**config.mk**
```make
export PLATFORM = sky130hd
export DESIGN_NAME = rtch_hour_counter
export DESIGN_NICKNAME = d
export VERILOG_FILES = /design/src/rtch_pkg.sv /design/src/rtch_step_if.sv /design/src/rtch_hour_step.sv /design/src/rtch_hour_counter.sv
export SDC_FILE = /design/constraint.sdc
export NUM_CORES = 1
export LEC_CHECK = 0
export BUFFER_PORTS_ARGS = -buffer_cell sky130_fd_sc_hd__buf_2
export CELL_PAD_IN_SITES_DETAIL_PLACEMENT = 0
export CELL_PAD_IN_SITES_GLOBAL_PLACEMENT = 2
export CORE_ASPECT_RATIO = 1.4
export CORE_UTILIZATION = 25
export CTS_CLUSTER_DIAMETER = 50
export DETAILED_ROUTE_END_ITERATION = 8
export MAX_ROUTING_LAYER = met4
export PLACE_DENSITY_LB_ADDON = 0.25
export REMOVE_ABC_BUFFERS = 1
export SLEW_MARGIN = 30
export SYNTH_ARGS = -nofsm -noshare
export SYNTH_HDL_FRONTEND = slang
export SYNTH_HIERARCHICAL = 1
export SYNTH_SLANG_ARGS = --single-unit
```
**constraint.sdc**
```tcl
create_clock -name core_clk -period 6.15 [get_ports core_clk]
set_clock_uncertainty 0.15 [all_clocks]
set_input_delay 1.23 -clock core_clk [delete_from_list [all_inputs] [get_ports core_clk]]
set_output_delay 1.23 -clock core_clk [all_outputs]
set_load 0.01 [all_outputs]
```
**src/rtch_pkg.sv**
```systemverilog
package rtch_pkg;

    // Register byte addresses on the plain register port.
    localparam logic [15:0] HOUR_OFS = 16'h56c8;
    localparam logic [15:0] CTRL_OFS = 16'h56ca;
    localparam logic [15:0] STAT_OFS = 16'h56cc;
    localparam logic [15:0] MASK_OFS = 16'h56ce;

    // Field positions in the hour register.
    localparam int HOUR_LSB = 0;
    localparam int HOUR_MSB = 5;
    localparam int PM_BIT = 7;

    // Field positions in the clock control register.
    localparam int CTRL_RUN_BIT = 0;
    localparam int CTRL_FMT_BIT = 1;
    localparam int CTRL_BCD_BIT = 2;
    localparam int CTRL_W = 3;

    // Field positions in the status and mask registers.
    localparam int FLAG_HALF_BIT = 0;
    localparam int FLAG_DAY_BIT = 1;
    localparam int FLAG_W = 2;

    // Values after reset.
    localparam logic [CTRL_W-1:0] CTRL_RST = 3'h0;
    localparam logic [FLAG_W-1:0] FLAG_RST = 2'h0;
    localparam logic [FLAG_W-1:0] MASK_RST = 2'h0;
    localparam logic [15:0] RDATA_RST = 16'h0000;

    // Hour values that steer the count in each coding.
    localparam logic [5:0] BIN_H11 = 6'h0b;
    localparam logic [5:0] BIN_H12 = 6'h0c;
    localparam logic [5:0] BIN_H23 = 6'h17;
    localparam logic [5:0] BCD_H11 = 6'h11;
    localparam logic [5:0] BCD_H12 = 6'h12;
    localparam logic [5:0] BCD_H23 = 6'h23;
    localparam logic [5:0] H_ZERO = 6'h00;
    localparam logic [5:0] H_ONE = 6'h01;
    localparam logic [3:0] BCD_UNIT_MAX = 4'h9;

endpackage

```
**src/rtch_step_if.sv**
```systemverilog
`timescale 1ns/1ps

// Carries the current hour state to the stepper and its next value back.
interface rtch_step_if;
    logic [5:0] hour;
    logic pm;
    logic fmt12;
    logic bcd;
    logic [5:0] nxt_hour;
    logic nxt_pm;
    logic half_day;
    logic one_day;

    modport core (output hour, pm, fmt12, bcd,
                  input nxt_hour, nxt_pm, half_day, one_day);
    modport stepper (input hour, pm, fmt12, bcd,
                     output nxt_hour, nxt_pm, half_day, one_day);
endinterface

```
**src/rtch_hour_step.sv**
```systemverilog
`timescale 1ns/1ps

module rtch_hour_step (
    // Hour state in, next hour state out.
    rtch_step_if.stepper s
);

    logic [5:0] h11;
    logic [5:0] h12;
    logic [5:0] h23;

    // Turning points depend on the coding, so both codings share one path.
    always_comb begin
        h11 = s.bcd ? rtch_pkg::BCD_H11 : rtch_pkg::BIN_H11;
        h12 = s.bcd ? rtch_pkg::BCD_H12 : rtch_pkg::BIN_H12;
        h23 = s.bcd ? rtch_pkg::BCD_H23 : rtch_pkg::BIN_H23;
    end

    // One step of the hour count with its half-day and one-day events.
    always_comb begin
        s.nxt_pm = s.pm;
        s.half_day = 1'h0;
        s.one_day = 1'h0;
        if (!s.fmt12 && s.hour == h23) begin
            s.nxt_hour = rtch_pkg::H_ZERO;
            s.half_day = 1'h1;
            s.one_day = 1'h1;
        end else if (s.hour == h11) begin
            s.nxt_hour = h12;
            s.half_day = 1'h1;
            if (s.fmt12) begin
                s.nxt_pm = ~s.pm;
                s.one_day = s.pm;
            end
        end else if (s.fmt12 && s.hour == h12) begin
            s.nxt_hour = rtch_pkg::H_ONE;
        end else if (s.bcd && s.hour[3:0] == rtch_pkg::BCD_UNIT_MAX) begin
            // Units roll to zero and the tens digit takes the carry.
            s.nxt_hour = {s.hour[5:4] + 2'h1, 4'h0};
        end else begin
            s.nxt_hour = s.hour + 6'h01;
        end
    end

endmodule // rtch_hour_step

```
**src/rtch_hour_counter.sv**
```systemverilog
// The plain strobed port is this design's own decision.
`timescale 1ns/1ps

// Function
// - Hour count sits in bits 5:0 of the hour register, read and write.
// - Bit 7 is the afternoon indicator in 12-hour format, 1 afternoon.
// - The afternoon indicator only means something while 12-hour is chosen.
// - In 24-hour format the afternoon indicator is held at zero.
// - Switching from 12-hour to 24-hour clears the indicator at once.
// - Binary 24-hour count runs 0x0 to 0x17.
// - Binary 12-hour count runs 0x1 to 0xc.
// - BCD 24-hour: tens digit 0 to 2, units digit 0 to 9.
// - BCD 12-hour: tens digit 0 or 1, units digit 0 to 9.
// - Reset leaves the hour count undefined; the indicator clears as reset picks 24-hour.
// - Only in-range values are written; out-of-range leaves count undefined.
// - A loaded value may raise an event right after the clock starts.
// - Coding select picks binary at 0, BCD at 1, for all counters.
// - One-day flag sets on 23 to 0, or 11 p.m. to 12 a.m.
// - Half-day flag sets on 11 to 12 and 23 to 0 transitions.
module rtch_hour_counter (
    // Clock and reset.
    input wire logic core_clk,
    input wire logic reset,
    // Register port.
    input wire logic [15:0] reg_addr,
    input wire logic [15:0] reg_wdata,
    input wire logic reg_wr,
    input wire logic reg_rd,
    output logic [15:0] reg_rdata,
    // Carry from the minute counter, same clock.
    input wire logic minute_carry,
    // Control toward the rest of the clock.
    output logic clock_run,
    output logic hour_format_select,
    output logic count_coding_select,
    // Event flags and interrupt.
    output logic half_day_flag,
    output logic one_day_flag,
    output logic irq
);

    logic [rtch_pkg::CTRL_W-1:0] ctrl_r;
    logic [rtch_pkg::CTRL_W-1:0] ctrl_nxt;
    logic [5:0] hour_r;
    logic [5:0] hour_wval;
    logic pm_r;
    logic [rtch_pkg::FLAG_W-1:0] flag_r;
    logic [rtch_pkg::FLAG_W-1:0] flag_nxt;
    logic [rtch_pkg::FLAG_W-1:0] event_set;
    logic [rtch_pkg::FLAG_W-1:0] mask_r;
    logic [15:0] rdata_r;
    logic [15:0] rdata_nxt;
    logic wr_hour;
    logic wr_ctrl;
    logic wr_mask;
    logic rd_hour;
    logic rd_ctrl;
    logic rd_stat;
    logic rd_mask;
    logic fmt12;
    logic fmt12_nxt;
    logic bcd;
    logic advance;

    rtch_step_if step_bus ();

    // Address decode; every strobe selects at most one register.
    assign wr_hour = reg_wr && reg_addr == rtch_pkg::HOUR_OFS;
    assign wr_ctrl = reg_wr && reg_addr == rtch_pkg::CTRL_OFS;
    assign wr_mask = reg_wr && reg_addr == rtch_pkg::MASK_OFS;
    assign rd_hour = reg_rd && reg_addr == rtch_pkg::HOUR_OFS;
    assign rd_ctrl = reg_rd && reg_addr == rtch_pkg::CTRL_OFS;
    assign rd_stat = reg_rd && reg_addr == rtch_pkg::STAT_OFS;
    assign rd_mask = reg_rd && reg_addr == rtch_pkg::MASK_OFS;

    // Next control value, so that a format change acts in the same edge.
    always_comb begin
        ctrl_nxt = ctrl_r;
        if (wr_ctrl) begin
            ctrl_nxt = reg_wdata[rtch_pkg::CTRL_W-1:0];
        end
    end

    // Control register: run, hour format and count coding.
    always_ff @(posedge core_clk) begin
        if (reset) begin
            ctrl_r <= rtch_pkg::CTRL_RST;
        end else begin
            ctrl_r <= ctrl_nxt;
        end
    end

    // Decoded control fields.
    assign fmt12 = ctrl_r[rtch_pkg::CTRL_FMT_BIT];
    assign fmt12_nxt = ctrl_nxt[rtch_pkg::CTRL_FMT_BIT];
    assign bcd = ctrl_r[rtch_pkg::CTRL_BCD_BIT];
    assign clock_run = ctrl_r[rtch_pkg::CTRL_RUN_BIT];
    assign hour_format_select = fmt12;
    assign count_coding_select = bcd;

    // The count only moves on a minute wrap while the clock runs. A loaded
    // value is judged as it stands, so a carry right after start may fire
    // an event at once.
    assign advance = minute_carry && clock_run;

    // Hand the present state to the stepper.
    assign step_bus.hour = hour_r;
    assign step_bus.pm = pm_r;
    assign step_bus.fmt12 = fmt12;
    assign step_bus.bcd = bcd;

    rtch_hour_step u_step (
        .s(step_bus)
    );

    // Hour field of the write data.
    assign hour_wval = reg_wdata[rtch_pkg::HOUR_MSB:rtch_pkg::HOUR_LSB];

    // Hour count. It has no reset on purpose; software loads it. A write
    // wins over a step, since writes are meant for a stopped clock only.
    // Values are stored raw: range checking would cost logic and an
    // out-of-range load is software's fault.
    always_ff @(posedge core_clk) begin
        if (wr_hour) begin
            hour_r <= hour_wval;
        end else if (advance) begin
            hour_r <= step_bus.nxt_hour;
        end
    end

    // Afternoon indicator. Held at zero whenever the next format is
    // 24-hour, which also clears it in the very edge of a format change.
    always_ff @(posedge core_clk) begin
        if (!fmt12_nxt) begin
            pm_r <= 1'h0;
        end else if (wr_hour) begin
            pm_r <= reg_wdata[rtch_pkg::PM_BIT];
        end else if (advance) begin
            pm_r <= step_bus.nxt_pm;
        end
    end

    // Events from the stepper, qualified by a real step.
    assign event_set[rtch_pkg::FLAG_HALF_BIT] =
        advance && step_bus.half_day;
    assign event_set[rtch_pkg::FLAG_DAY_BIT] =
        advance && step_bus.one_day;

    // Sticky flags clear on a status read; a new event in that cycle wins.
    always_comb begin
        flag_nxt = flag_r;
        if (rd_stat) begin
            flag_nxt = {rtch_pkg::FLAG_W{1'h0}};
        end
        flag_nxt = flag_nxt | event_set;
    end

    // Status flags.
    always_ff @(posedge core_clk) begin
        if (reset) begin
            flag_r <= rtch_pkg::FLAG_RST;
        end else begin
            flag_r <= flag_nxt;
        end
    end

    // Interrupt mask, same layout as the status flags.
    always_ff @(posedge core_clk) begin
        if (reset) begin
            mask_r <= rtch_pkg::MASK_RST;
        end else if (wr_mask) begin
            mask_r <= reg_wdata[rtch_pkg::FLAG_W-1:0];
        end
    end

    // Flag outputs and the level interrupt.
    assign half_day_flag = flag_r[rtch_pkg::FLAG_HALF_BIT];
    assign one_day_flag = flag_r[rtch_pkg::FLAG_DAY_BIT];
    assign irq = |(flag_r & mask_r);

    // Read mux; unmapped addresses and reserved bits read as zero.
    always_comb begin
        rdata_nxt = 16'h0000;
        if (rd_hour) begin
            rdata_nxt[rtch_pkg::HOUR_MSB:rtch_pkg::HOUR_LSB] = hour_r;
            rdata_nxt[rtch_pkg::PM_BIT] = pm_r;
        end else if (rd_ctrl) begin
            rdata_nxt[rtch_pkg::CTRL_W-1:0] = ctrl_r;
        end else if (rd_stat) begin
            rdata_nxt[rtch_pkg::FLAG_W-1:0] = flag_r;
        end else if (rd_mask) begin
            rdata_nxt[rtch_pkg::FLAG_W-1:0] = mask_r;
        end
    end

    // Read data stand for the one cycle after the strobe.
    always_ff @(posedge core_clk) begin
        if (reset) begin
            rdata_r <= rtch_pkg::RDATA_RST;
        end else begin
            rdata_r <= rdata_nxt;
        end
    end

    assign reg_rdata = rdata_r;
endmodule // rtch_hour_counter

```
== Word level (Yosys, flattened, before mapping) ==
Cells that the tools add are included.

* Logic and storage cells: 70
* Register bits: 30

* Bitwise logic cells: 4
* Reduce and logical (&&, ||, !) cells: 20
* Mux-type cells: 26
* Equal/unequal tests: 9
* $add $sub $neg: 2

{| class="wikitable"
|+ Operators by type and width
! kind !! number
|-
| 16-bit by 15-bit == test with 1-bit output, second input constant || 4
|-
| 6-bit two-way mux || 7
|-
| 6-bit == test || 3
|-
| 1-bit logical AND || 13
|-
| 1-bit two-way mux || 11
|-
| 2-bit two-way mux || 5
|-
| 5-bit two-way mux || 2
|-
| 6-bit by 1-bit adder with 6-bit output, second input constant || 1
|-
| 2-bit nonzero test || 3
|-
| 4-bit == test, second input constant || 1
|-
| 4-bit AND reduction || 1
|-
| 2-bit OR reduction || 2
|-
| 3-bit two-way mux || 1
|-
| 2-bit by 1-bit adder with 2-bit output, second input constant || 1
|-
| 2-bit AND || 1
|-
| 2-bit inequality test, second input constant || 1
|-
| 1-bit inverter || 2
|-
| 2-bit OR || 1
|-
| 1-bit zero test || 1
|}

== Logic depth before layout (Yosys ltp) ==
Gate-level depths: netlist of run 1.

* Word-level depth: 8
* Gate-level depth with buffers: 7

== Modules after synthesis ==
Netlist of run 1, hierarchy kept.

{| class="wikitable"
|+ By module, submodules not included
! module !! instances !! cells each !! area each (um^2)
|-
| rtch_hour_counter || 1 || 94 || 1,034.7
|-
| rtch_hour_step || 1 || 46 || 375.4
|}

== Worst setup path before layout of run 1 ==
No wires, ideal clock.

* Path type: input-to-reg
* Start: input reg_addr[8]
* End: register hour_r[0] (enable)
* Arrival: 2,830 ps
* Path slack: 2,793 ps
* Buffers on the path: 0
* Stages: 3
* Setup time: 377 ps
* Required time: 5,623 ps
* Path through: or4b_4 > or4_4 > o21ai_0

* Cells in the longest elaborated chain, start to end: 3

{| class="wikitable"
|+ Ends and longest elaborated chain
! item !! line !! text
|-
| from (decl) || rtch_hour_counter.sv:25 || <nowiki>input wire logic [15:0] reg_addr,</nowiki>
|-
| 16-bit by 15-bit == test with 1-bit output || rtch_hour_counter.sv:68 || <nowiki>assign wr_hour = reg_wr && reg_addr == rtch_pkg::HOUR_OFS;</nowiki>
|-
| 1-bit logical AND || rtch_hour_counter.sv:68 ||
|-
| 2-bit nonzero test (no source line) || - ||
|-
| to (signal assigned) || rtch_hour_counter.sv:125 || <nowiki>hour_r <= hour_wval;</nowiki>
|-
| to (signal assigned) || rtch_hour_counter.sv:127 || <nowiki>hour_r <= step_bus.nxt_hour;</nowiki>
|-
| to (decl) || rtch_hour_counter.sv:44 || <nowiki>logic [5:0] hour_r;</nowiki>
|}

No other way between the ends.
A chain may end at the register's enable or synchronous reset.

== Final worst setup path of run 1 ==
* Start: input reg_addr[8]
* End: register hour_r[4] (enable)

Same word-level chain as after synthesis.

==> qor.yml, run 1 <==
status:
  status: "complete, no violations"
synthesis:
  synth_area_per_cell_um2: 10.07
  netlist_area_mm2: 0.001410
  yosys_warnings: 6
  synth-async-reset-ratio_pct: 0
  synth_flop_cell: "dfxtp_1"
  synth_cells: 140
  yosysUniqueCellTypes: 47
  synth_seq_cells: 21
  ys_seq_area_share_pct: 34.07
  synth-edff-count: 6
clocking:
  cts_tree: "done"
  clock_path_buffers: 2
  clkSinkCount: 21
  ctsResizeCount: 0
  clk_latency_ps: 260
  cts_setup_buffers: 0
  clkSlewWorstSetupHoldPaths_ps: 80
  htreeDepth: 1
  cts_inserted_buffers: 3
  cts_hold_buf: 0
  cts_root_buf: "clkbuf_8"
route:
  detailroute.via_count: 1221
  top_layer_used: "met4"
  avgViaCountPerCell: 4.923
  wl_per_cell_um: 13.92
  drtAntennaViolNets: 0
  wl_met3_um: 138
  drt_wl_total_um: 3453
  met2_length_um: 1903
  drc: 0
  met1_length_um: 1375
  drt_iter0_drc: 33
  firstDrtPassIters: 4
finish:
  seqCellArea_um2: 480.5
  fin_util_pct: 30.98
  fin_nets: 221
  antennaDiodeCount: 0
  drive_gt1_share_pct: 36.67
  area_growth_pct: 20.50
  n_fill_cell: 591
  final_area_mm2: 0.001699
  multiInputGateArea_um2: 872.1
critical_path:
  cp-end-kind: "flip-flop"
  r2r_slack_ps: 3920
  critPathTopFamily: "simple AND/OR/NAND/NOR gates"
  critical_path.slowest_cell: "o21ai_0"
  r2r_end: "hour_r[5]$_DFFE_PP_"
  path_max_fanout: 6
  worst-path-buf-inv: 1
  cp-start-kind: "primary input"
  slowest_delay_ps: 660
  path_class: "primary input to flip-flop"
  r2r.worst_path.cells: 6
  cp.required_ps: 5900
  crit_path_cell_trace: "buf_2 > or4b_4 > or4_4 > o21ai_0"
  rr_startpoint: "hour_r[0]$_DFFE_PP_"
  crit_arrival_ps: 3120
floorplanning:
  dieArea_mm2: 0.005949
  top_level_ports: 59
  initial_utilization_pct: 25.71
  rows: 32
  core_area_mm2: 0.005485
  die_y_um: 90.86
  die_w_um: 65.48
grt:
  antenna_found_initial: 0
  grt_overflow: 0
  grt_use_total_pct: 12.97
  grt_pass1_vias: 1259
  grt_pass1_wl_um: 5830
  grt_max_degree: 14
hold_path:
  whs_endpoint: "mask_r[0]$_SDFFE_PP0P_"
  min-delay-start: "mask_r[0]$_SDFFE_PP0P_"
  hold_class: "flip-flop to flip-flop"
  hold_depth: 2
sta:
  finalHoldViolations: 0
  fin_tns_setup_ps: 0
  worst_slew_pin_slew_ps: 800.7
  hold_slack_ps: 343.3
  slew_violations: 0
  relSlewSlack_pct: 46.06
  rsz0062_at_grt: "no"
  timing.fmax_mhz: 296.3
  finalCritPeriodShare_pct: 54.87
  min_period_ps: 3374
  finalSetupViolations: 0
placed_design:
  routabilityCongestion: 0.7444
  numPortBuffers: 40
  placed_area_mm2: 0.001647
  dp_hpwl_um: 2793
pwr:
  ir_worst_vdd_uv: 53.08
  p_per_area_mw_per_mm2: 148.6
  p_leak_nw: 0.6720
job:
  cap_violations: 0
cell families after synthesis:
family	after synthesis	share of synthesized area [%]
flip-flops	21	34.07
XOR/XNOR	3	1.864
multiplexers	11	10.20
other	1	0.2659
AO/OA/AOI/OAI	31	16.24
adder cells (fa/ha/maj)	3	2.662
buffers and inverters	16	6.654
AND/OR/NAND/NOR	54	28.04
how the worst max path moves through the flow:
stage / from / end / slack, ps / cells past startpoint
floorplan: reg_addr[8] / hour_r[0]$_DFFE_PP_ / 2790 / 3
global placement: reg_addr[0] / hour_r[4]$_DFFE_PP_ / 2500 / 4
detailed placement: reg_addr[8] / hour_r[4]$_DFFE_PP_ / 2460 / 4
CTS: reg_addr[8] / hour_r[4]$_DFFE_PP_ / 2750 / 4
global route: reg_addr[0] / hour_r[5]$_DFFE_PP_ / 2670 / 4
finish: reg_addr[8] / hour_r[4]$_DFFE_PP_ / 2780 / 4
stage by stage:
stage                     total power [mW]  cells  setup WS, ps
after global placement              0.1652    244          2499
after CTS                           0.2573    248          2754
after global routing                0.2639    248          2674
after detailed placement            0.1656    244          2465
final                               0.2525    248          2776
after floorplan                     0.1519    136          2793
Yosys cell counts, types with 2 or more instances:
master,number,area share (%)
o31ai_2,2,1.8
inv_1,4,1.1
nand3b_1,3,1.6
nand4_1,2,0.89
a21oi_1,9,3.2
clkbuf_1,3,0.80
o211ai_4,2,3.0
mux4_2,2,3.2
nand4b_1,4,2.5
o21ai_0,11,3.9
ha_1,3,2.7
and4bb_1,3,2.7
nand2_1,5,1.3
nor2b_1,2,0.89
xor2_1,3,1.9
nor3_1,4,1.4
mux2_2,6,4.8
nand2b_1,3,1.3
mux2i_1,2,1.4
edfxtp_1,6,13
or4_4,2,1.6
nand3_1,4,1.4
and2_1,6,2.7
nor2_1,4,1.1
buf_4,9,4.8
dfxtp_1,15,21
placed cells by master (no fill, tap or decap), types with 4 or more instances in the layout:
master     n
buf_2     40
dfxtp_1   15
o21ai_0   11
a21oi_1    9
conb_1     9
mux2_2     6
and2_1     6
edfxtp_1   6
nand2_1    5
nand4b_1   4
nor3_1     4
nand3_1    4
inv_1      4
nor2_1     4
sequential cells by signal, summed over array words and instances (netlist names):
| signal | flops |
|---|---|
| hour_r | 6 |
| mask_r | 2 |
| flag_r | 2 |
| pm_r | 1 |
| ctrl_r | 3 |
| reg_rdata | 7 |
area by class of cell:
cell class / instances / share of cell area [%]
clock inverter: 1 / 0.2946
sequential: 21 / 28.28
timing repair buffer: 40 / 11.78
clock buffer: 3 / 2.430
tap: 68 / 5.007
inverter: 4 / 0.8837
multi-input combinational: 111 / 51.33
routing by layer:
layer / track usage (%) / up-vias
li1: - / 591
met1: 13.38 / 585
met2: 24.31 / 43
met3: 1.641 / 2
met4: 4.348 / 0
met5: - / -
worst reg2reg max path, cell delays in order, from the launching register on:
cell and delay, ps:
edfxtp_1 580, ha_1 300, and4b_1 250, o21ai_0 230, xor2_1 180, nor2_1 50, mux2_2 260
power by group:
part	total, mW	switching (mW)	internal, mW	leakage, nW
registers	0.141	0.000000868	0.141	0.160
clock network	0.0901	0.0450	0.0451	0.0255
logic	0.0212	0.0119	0.00928	0.486
total	0.252	0.0568	0.196	0.672
No activity file was read; power rests on OpenSTA's default activity.
==> run 2: changes to the inputs <==
==> constraint.sdc (replaced) <==
create_clock -name core_clk -period 3.3 [get_ports core_clk]
set_clock_uncertainty 0.15 [all_clocks]
set_input_delay 0.66 -clock core_clk [delete_from_list [all_inputs] [get_ports core_clk]]
set_output_delay 0.66 -clock core_clk [all_outputs]
set_load 0.01 [all_outputs]
==> run 2 against run 1 <==
Compared with the run above:
- sequential share of layout area shrank 0.15 points
- combinational power grew 86%
- via count shrank 0.74%
- first-iteration DRC count grew 15%
- utilization grew 0.16 points
- global-route usage grew 0.32 points
- final cell count grew 0.81%
- power grew 87%
- flip-flop and latch count is the same
- non-clock buffer count grew 2
- worst setup slack lost 2100 ps
- critical path depth grew 1
- critical path type unchanged
- critical endpoint is now hour_r[5]$_DFFE_PP_
==> qor.yml, run 2 (same netlist as run 1, synthesis figures left out) <==
placed_design:
  numPortBuffers: 40
  routabilityCongestion: 0.7739
  placed_cells: 246
  dp_hpwl_um: 2788
finish:
  area_growth_pct: 21.12
  largest_register_ffs: 7
  final_common_cell: "buf_2"
  fin_nets: 223
  antennaDiodeCount: 0
  fin_cells: 250
  drive_gt1_share_pct: 36.81
  mostFrequentLayoutCells: "40 x buf_2, 15 x dfxtp_1, 11 x o21ai_0"
clocking:
  htreeDepth: 1
  cts_root_buf: "clkbuf_8"
  ctsResizeCount: 0
  cts_inserted_buffers: 3
  clock_path_buffers: 2
  clkSinkCount: 21
  cts_setup_buffers: 0
  clk_latency_ps: 260
  clkSlewWorstSetupHoldPaths_ps: 80
  cts_hold_buf: 0
  cts_tree: "done"
sta:
  hold_slack_ps: 352.3
  rsz0062_at_grt: "no"
  min_period_ps: 2674
  finalHoldViolations: 0
  fin_tns_setup_ps: 0
  finalCritPeriodShare_pct: 81.04
  timing.fmax_mhz: 373.9
  finalSetupViolations: 0
  slew_violations: 0
critical_path:
  slowest_delay_ps: 580
  r2r_end: "hour_r[5]$_DFFE_PP_"
  cp.required_ps: 3170
  crit_path_cell_trace: "buf_2 > or4b_4 > or4_4 > nor3_4 > mux2_2"
  worst-path-buf-inv: 1
  crit_cells: 5
  r2r_slack_ps: 1030
  crit_arrival_ps: 2540
  critPathTopFamily: "simple AND/OR/NAND/NOR gates"
  path_max_fanout: 6
  rr_startpoint: "hour_r[0]$_DFFE_PP_"
  cp-end-kind: "flip-flop"
  r2r.worst_path.cells: 6
  path_class: "primary input to flip-flop"
  cp-start-kind: "primary input"
  critical_path.slowest_cell: "or4_4"
grt:
  grt_pass1_wl_um: 5934
  grt_pass1_vias: 1215
  grt_max_degree: 14
  antenna_found_initial: 0
  grt_use_total_pct: 13.29
  grt_overflow: 0
hold_path:
  min-delay-start: "mask_r[0]$_SDFFE_PP0P_"
  whs_endpoint: "mask_r[0]$_SDFFE_PP0P_"
  hold_class: "flip-flop to flip-flop"
  hold_depth: 2
floorplanning:
  top_level_ports: 59
  die_y_um: 90.86
  die_w_um: 65.48
  core_area_mm2: 0.005485
  dieArea_mm2: 0.005949
  initial_utilization_pct: 25.71
  rows: 32
route:
  drc: 0
  drt_iter0_drc: 38
  firstDrtPassIters: 4
  drt_wl_total_um: 3466
  detailroute.via_count: 1212
  avgViaCountPerCell: 4.848
  drtAntennaViolNets: 0
  wl_per_cell_um: 13.86
pwr:
  ir_worst_vdd_uv: 130.7
  p_leak_nw: 0.6829
  p_per_area_mw_per_mm2: 276.7
job:
  cap_violations: 0
status:
  status: "complete, no violations"
-- run 2: cell types whose count changed in the layout (fill, tap and decap cells not counted) --
cell | before | now
nor4_2 | 1 | 0
buf_4 | 0 | 2
nor4_1 | 0 | 1
-- run 2: how the worst max path moves through the flow --
stage / start / end
after global placement: reg_addr[0] / hour_r[5]$_DFFE_PP_
after CTS: reg_addr[8] / hour_r[5]$_DFFE_PP_
after detailed placement: reg_addr[8] / hour_r[5]$_DFFE_PP_
after global routing: reg_addr[0] / hour_r[0]$_DFFE_PP_
after floorplan: reg_addr[8] / hour_r[0]$_DFFE_PP_
final: reg_addr[8] / hour_r[5]$_DFFE_PP_
-- run 2: worst register-to-register path: cells and delay by family, from the launching register on --
kind / cells / cell delay (ps)
multiplexers: 1 / 260
flip-flops: 1 / 570
AO/OA/AOI/OAI: 1 / 260
XOR/XNOR: 1 / 180
AND/OR/NAND/NOR: 2 / 310
adder cells (fa/ha/maj): 1 / 290
-- run 2: layout make-up --
class | count | area, um2
tap | 68 | 85.08
multi-input combinational | 111 | 865.8
sequential | 21 | 480.5
clock buffer | 3 | 41.29
timing repair buffer | 42 | 215.2
inverter | 4 | 15.01
fill | 574 | 3777
clock inverter | 1 | 5.005
-- run 2: metrics by stage --
stage | utilization (%) | total power, mW | worst slack, ps | area [um2]
finish | 31.14 | 0.4726 | 625.6 | 1708
detailed placement | 30.29 | 0.3089 | 324.2 | 1662
CTS | 31.14 | 0.4801 | 612.7 | 1708
global placement | 30.29 | 0.3079 | 358.0 | 1662
global route | 31.14 | 0.4968 | 548.3 | 1708
floorplan | - | 0.2831 | 513.2 | 1361
-- run 2: power by group --
| part | switching, mW | internal [mW] |
|---|---|---|
| clock | 0.0860 | 0.0841 |
| sequential | 0.00000157 | 0.263 |
| combinational | 0.0221 | 0.0173 |
| total | 0.108 | 0.365 |
-- run 2: metal layers --
layer | GRT usage [%] | wire length [um] | part of all wire, % | up-vias
li1 | - | - | - | 596
met1 | 14.86 | 1432 | 41 | 573
met2 | 23.28 | 1847 | 53 | 39
met3 | 1.641 | 127 | 3.7 | 4
met4 | 5.254 | 57 | 1.6 | 0
met5 | - | 0 | 0 | -
==> run 3: changes to the inputs <==
==> constraint.sdc (replaced) <==
create_clock -name core_clk -period 2.7 [get_ports core_clk]
set_clock_uncertainty 0.15 [all_clocks]
set_input_delay 0.54 -clock core_clk [delete_from_list [all_inputs] [get_ports core_clk]]
set_output_delay 0.54 -clock core_clk [all_outputs]
set_load 0.01 [all_outputs]
==> run 3 against run 2 <==
Compared with the run above:
- register-to-register slack worse by 520 ps
- sequential power up 22%
- sequential share of layout area down 0.49 points
- first-iteration DRC count up 45%
- cell area up 1.8%
- clock power up 21%
- largest power group unchanged
- highest routed layer unchanged
==> qor.yml, run 3 (same netlist as run 1, synthesis figures left out) <==
status:
  status: "complete, no violations"
critical_path:
  crit_path_cell_trace: "buf_2 > or4b_4 > or4_4 > nor3_4 > mux2_2"
  cp-end-kind: "flip-flop"
  worst-path-buf-inv: 1
  critPathTopFamily: "simple AND/OR/NAND/NOR gates"
  path_max_fanout: 6
  path_class: "primary input to flip-flop"
  slowest_delay_ps: 540
  crit_arrival_ps: 2380
  cp-start-kind: "primary input"
  cp.required_ps: 2560
  critical_path.slowest_cell: "or4_4"
floorplanning:
  dieArea_mm2: 0.005949
  top_level_ports: 59
  core_area_mm2: 0.005485
  die_w_um: 65.48
  die_y_um: 90.86
  initial_utilization_pct: 25.71
  rows: 32
clocking:
  cts_inserted_buffers: 3
  cts_setup_buffers: 0
  clkSinkCount: 21
  clkSlewWorstSetupHoldPaths_ps: 80
  cts_root_buf: "clkbuf_8"
  ctsResizeCount: 0
  clock_path_buffers: 2
  cts_tree: "done"
  clk_latency_ps: 260
  cts_hold_buf: 0
  htreeDepth: 1
finish:
  mostFrequentLayoutCells: "40 x buf_2, 15 x dfxtp_1, 11 x o21ai_0"
  fin_util_pct: 31.68
  final_common_cell: "buf_2"
  n_fill_cell: 591
  antennaDiodeCount: 0
  drive_gt1_share_pct: 38.17
  largest_register_ffs: 7
  area_growth_pct: 23.25
  fin_nets: 227
grt:
  grt_pass1_vias: 1192
  use_met1_pct: 14.84
  use_met3_pct: 1.641
  antenna_found_initial: 0
  grt_util_met2_pct: 22.77
  grt_use_total_pct: 12.99
  grt_pass1_wl_um: 5775
  grt_max_degree: 14
  busiest_layer: "met2"
  grt_overflow: 0
pwr:
  total_power_mw: 0.5750
  ir_worst_vdd_uv: 125.8
  intPower_mw: 0.4464
  seqPwrFrac_pct: 55.9
  p_comb_share_pct: 8.4
  p_leak_nw: 0.7010
  clkPwrFrac_pct: 35.6
  switchingPower_mw: 0.1286
  p_per_area_mw_per_mm2: 330.8
  swShare_pct: 22.36
route:
  drc: 0
  firstDrtPassIters: 4
  avgViaCountPerCell: 4.898
  drtAntennaViolNets: 0
  drt_iter0_drc: 55
  drt_wl_total_um: 3502
  detailroute.via_count: 1244
  wl_per_cell_um: 13.79
sta:
  rsz0062_at_grt: "no"
  finalHoldViolations: 0
  setup_ws_ps: 179.0
  finalSetupViolations: 0
  finalCritPeriodShare_pct: 93.37
  slew_violations: 0
  min_period_ps: 2521
  timing.fmax_mhz: 396.7
hold_path:
  hold_class: "flip-flop to flip-flop"
placed_design:
  routabilityCongestion: 0.7501
  numPortBuffers: 40
  dp_hpwl_um: 2788
  pre_cts_slack_ps: -117.8
job:
  cap_violations: 0
[run 3: cell types whose count changed in the layout (fill, tap and decap cells not counted)]
cell | previous run | this run
buf_4 | 2 | 6
[run 3: cell type report]
| class | count | area [um2] | area share (%) |
|---|---|---|---|
| Clock inverter | 1 | 5.005 | 0.2880 |
| Tap cell | 68 | 85.08 | 4.896 |
| Clock buffer | 3 | 41.29 | 2.376 |
| Timing Repair Buffer | 46 | 245.2 | 14.11 |
| Inverter | 4 | 15.01 | 0.8639 |
| Multi-Input combinational cell | 111 | 865.8 | 49.82 |
| Sequential cell | 21 | 480.5 | 27.65 |
[run 3: per-stage QoR]
step	cells	cell area [um2]	hold WS, ps	TNS (ps)
2_1_floorplan	136	1361	303.0	0
3_3_place_gp	250	1692	337.4	-420.1
3_5_place_dp	250	1692	359.1	-748.1
4_1_cts	254	1738	370.2	0
5_1_grt	254	1738	400.1	0
6_report	254	1738	366.3	0
[run 3: routing by layer]
layer,up-vias,share of wire (%)
li1,602,-
met1,580,40
met2,60,53
met3,2,5.6
met4,0,1.0
met5,-,0
[run 3: final timing paths]
kind | startpoint | endpoint | slack [ps] | depth (start not counted)
max | reg_addr[8] | hour_r[4]$_DFFE_PP_ | 180 | 5
min | mask_r[1]$_SDFFE_PP0P_ | mask_r[1]$_SDFFE_PP0P_ | 370 | 2
min reg2reg | mask_r[1]$_SDFFE_PP0P_ | mask_r[1]$_SDFFE_PP0P_ | 370 | 2
max reg2reg | hour_r[1]$_DFFE_PP_ | hour_r[5]$_DFFE_PP_ | 510 | 7
[run 3: power groups by stage]
stage	Combinational [mW]	Sequential (mW)	Clock (mW)
floorplan	0.0169	0.329	0
global placement	0.0482	0.329	0
detailed placement	0.0487	0.329	0
CTS	0.0488	0.322	0.216
global route	0.0530	0.322	0.229
finish	0.0485	0.322	0.205
[run 3: tightest hold or removal path, delay by kind of cell, from the launching register on]
| family | cells | cell delay, ps |
|---|---|---|
| AO/OA/AOI/OAI | 2 | 140 |
| flip-flops | 1 | 330 |
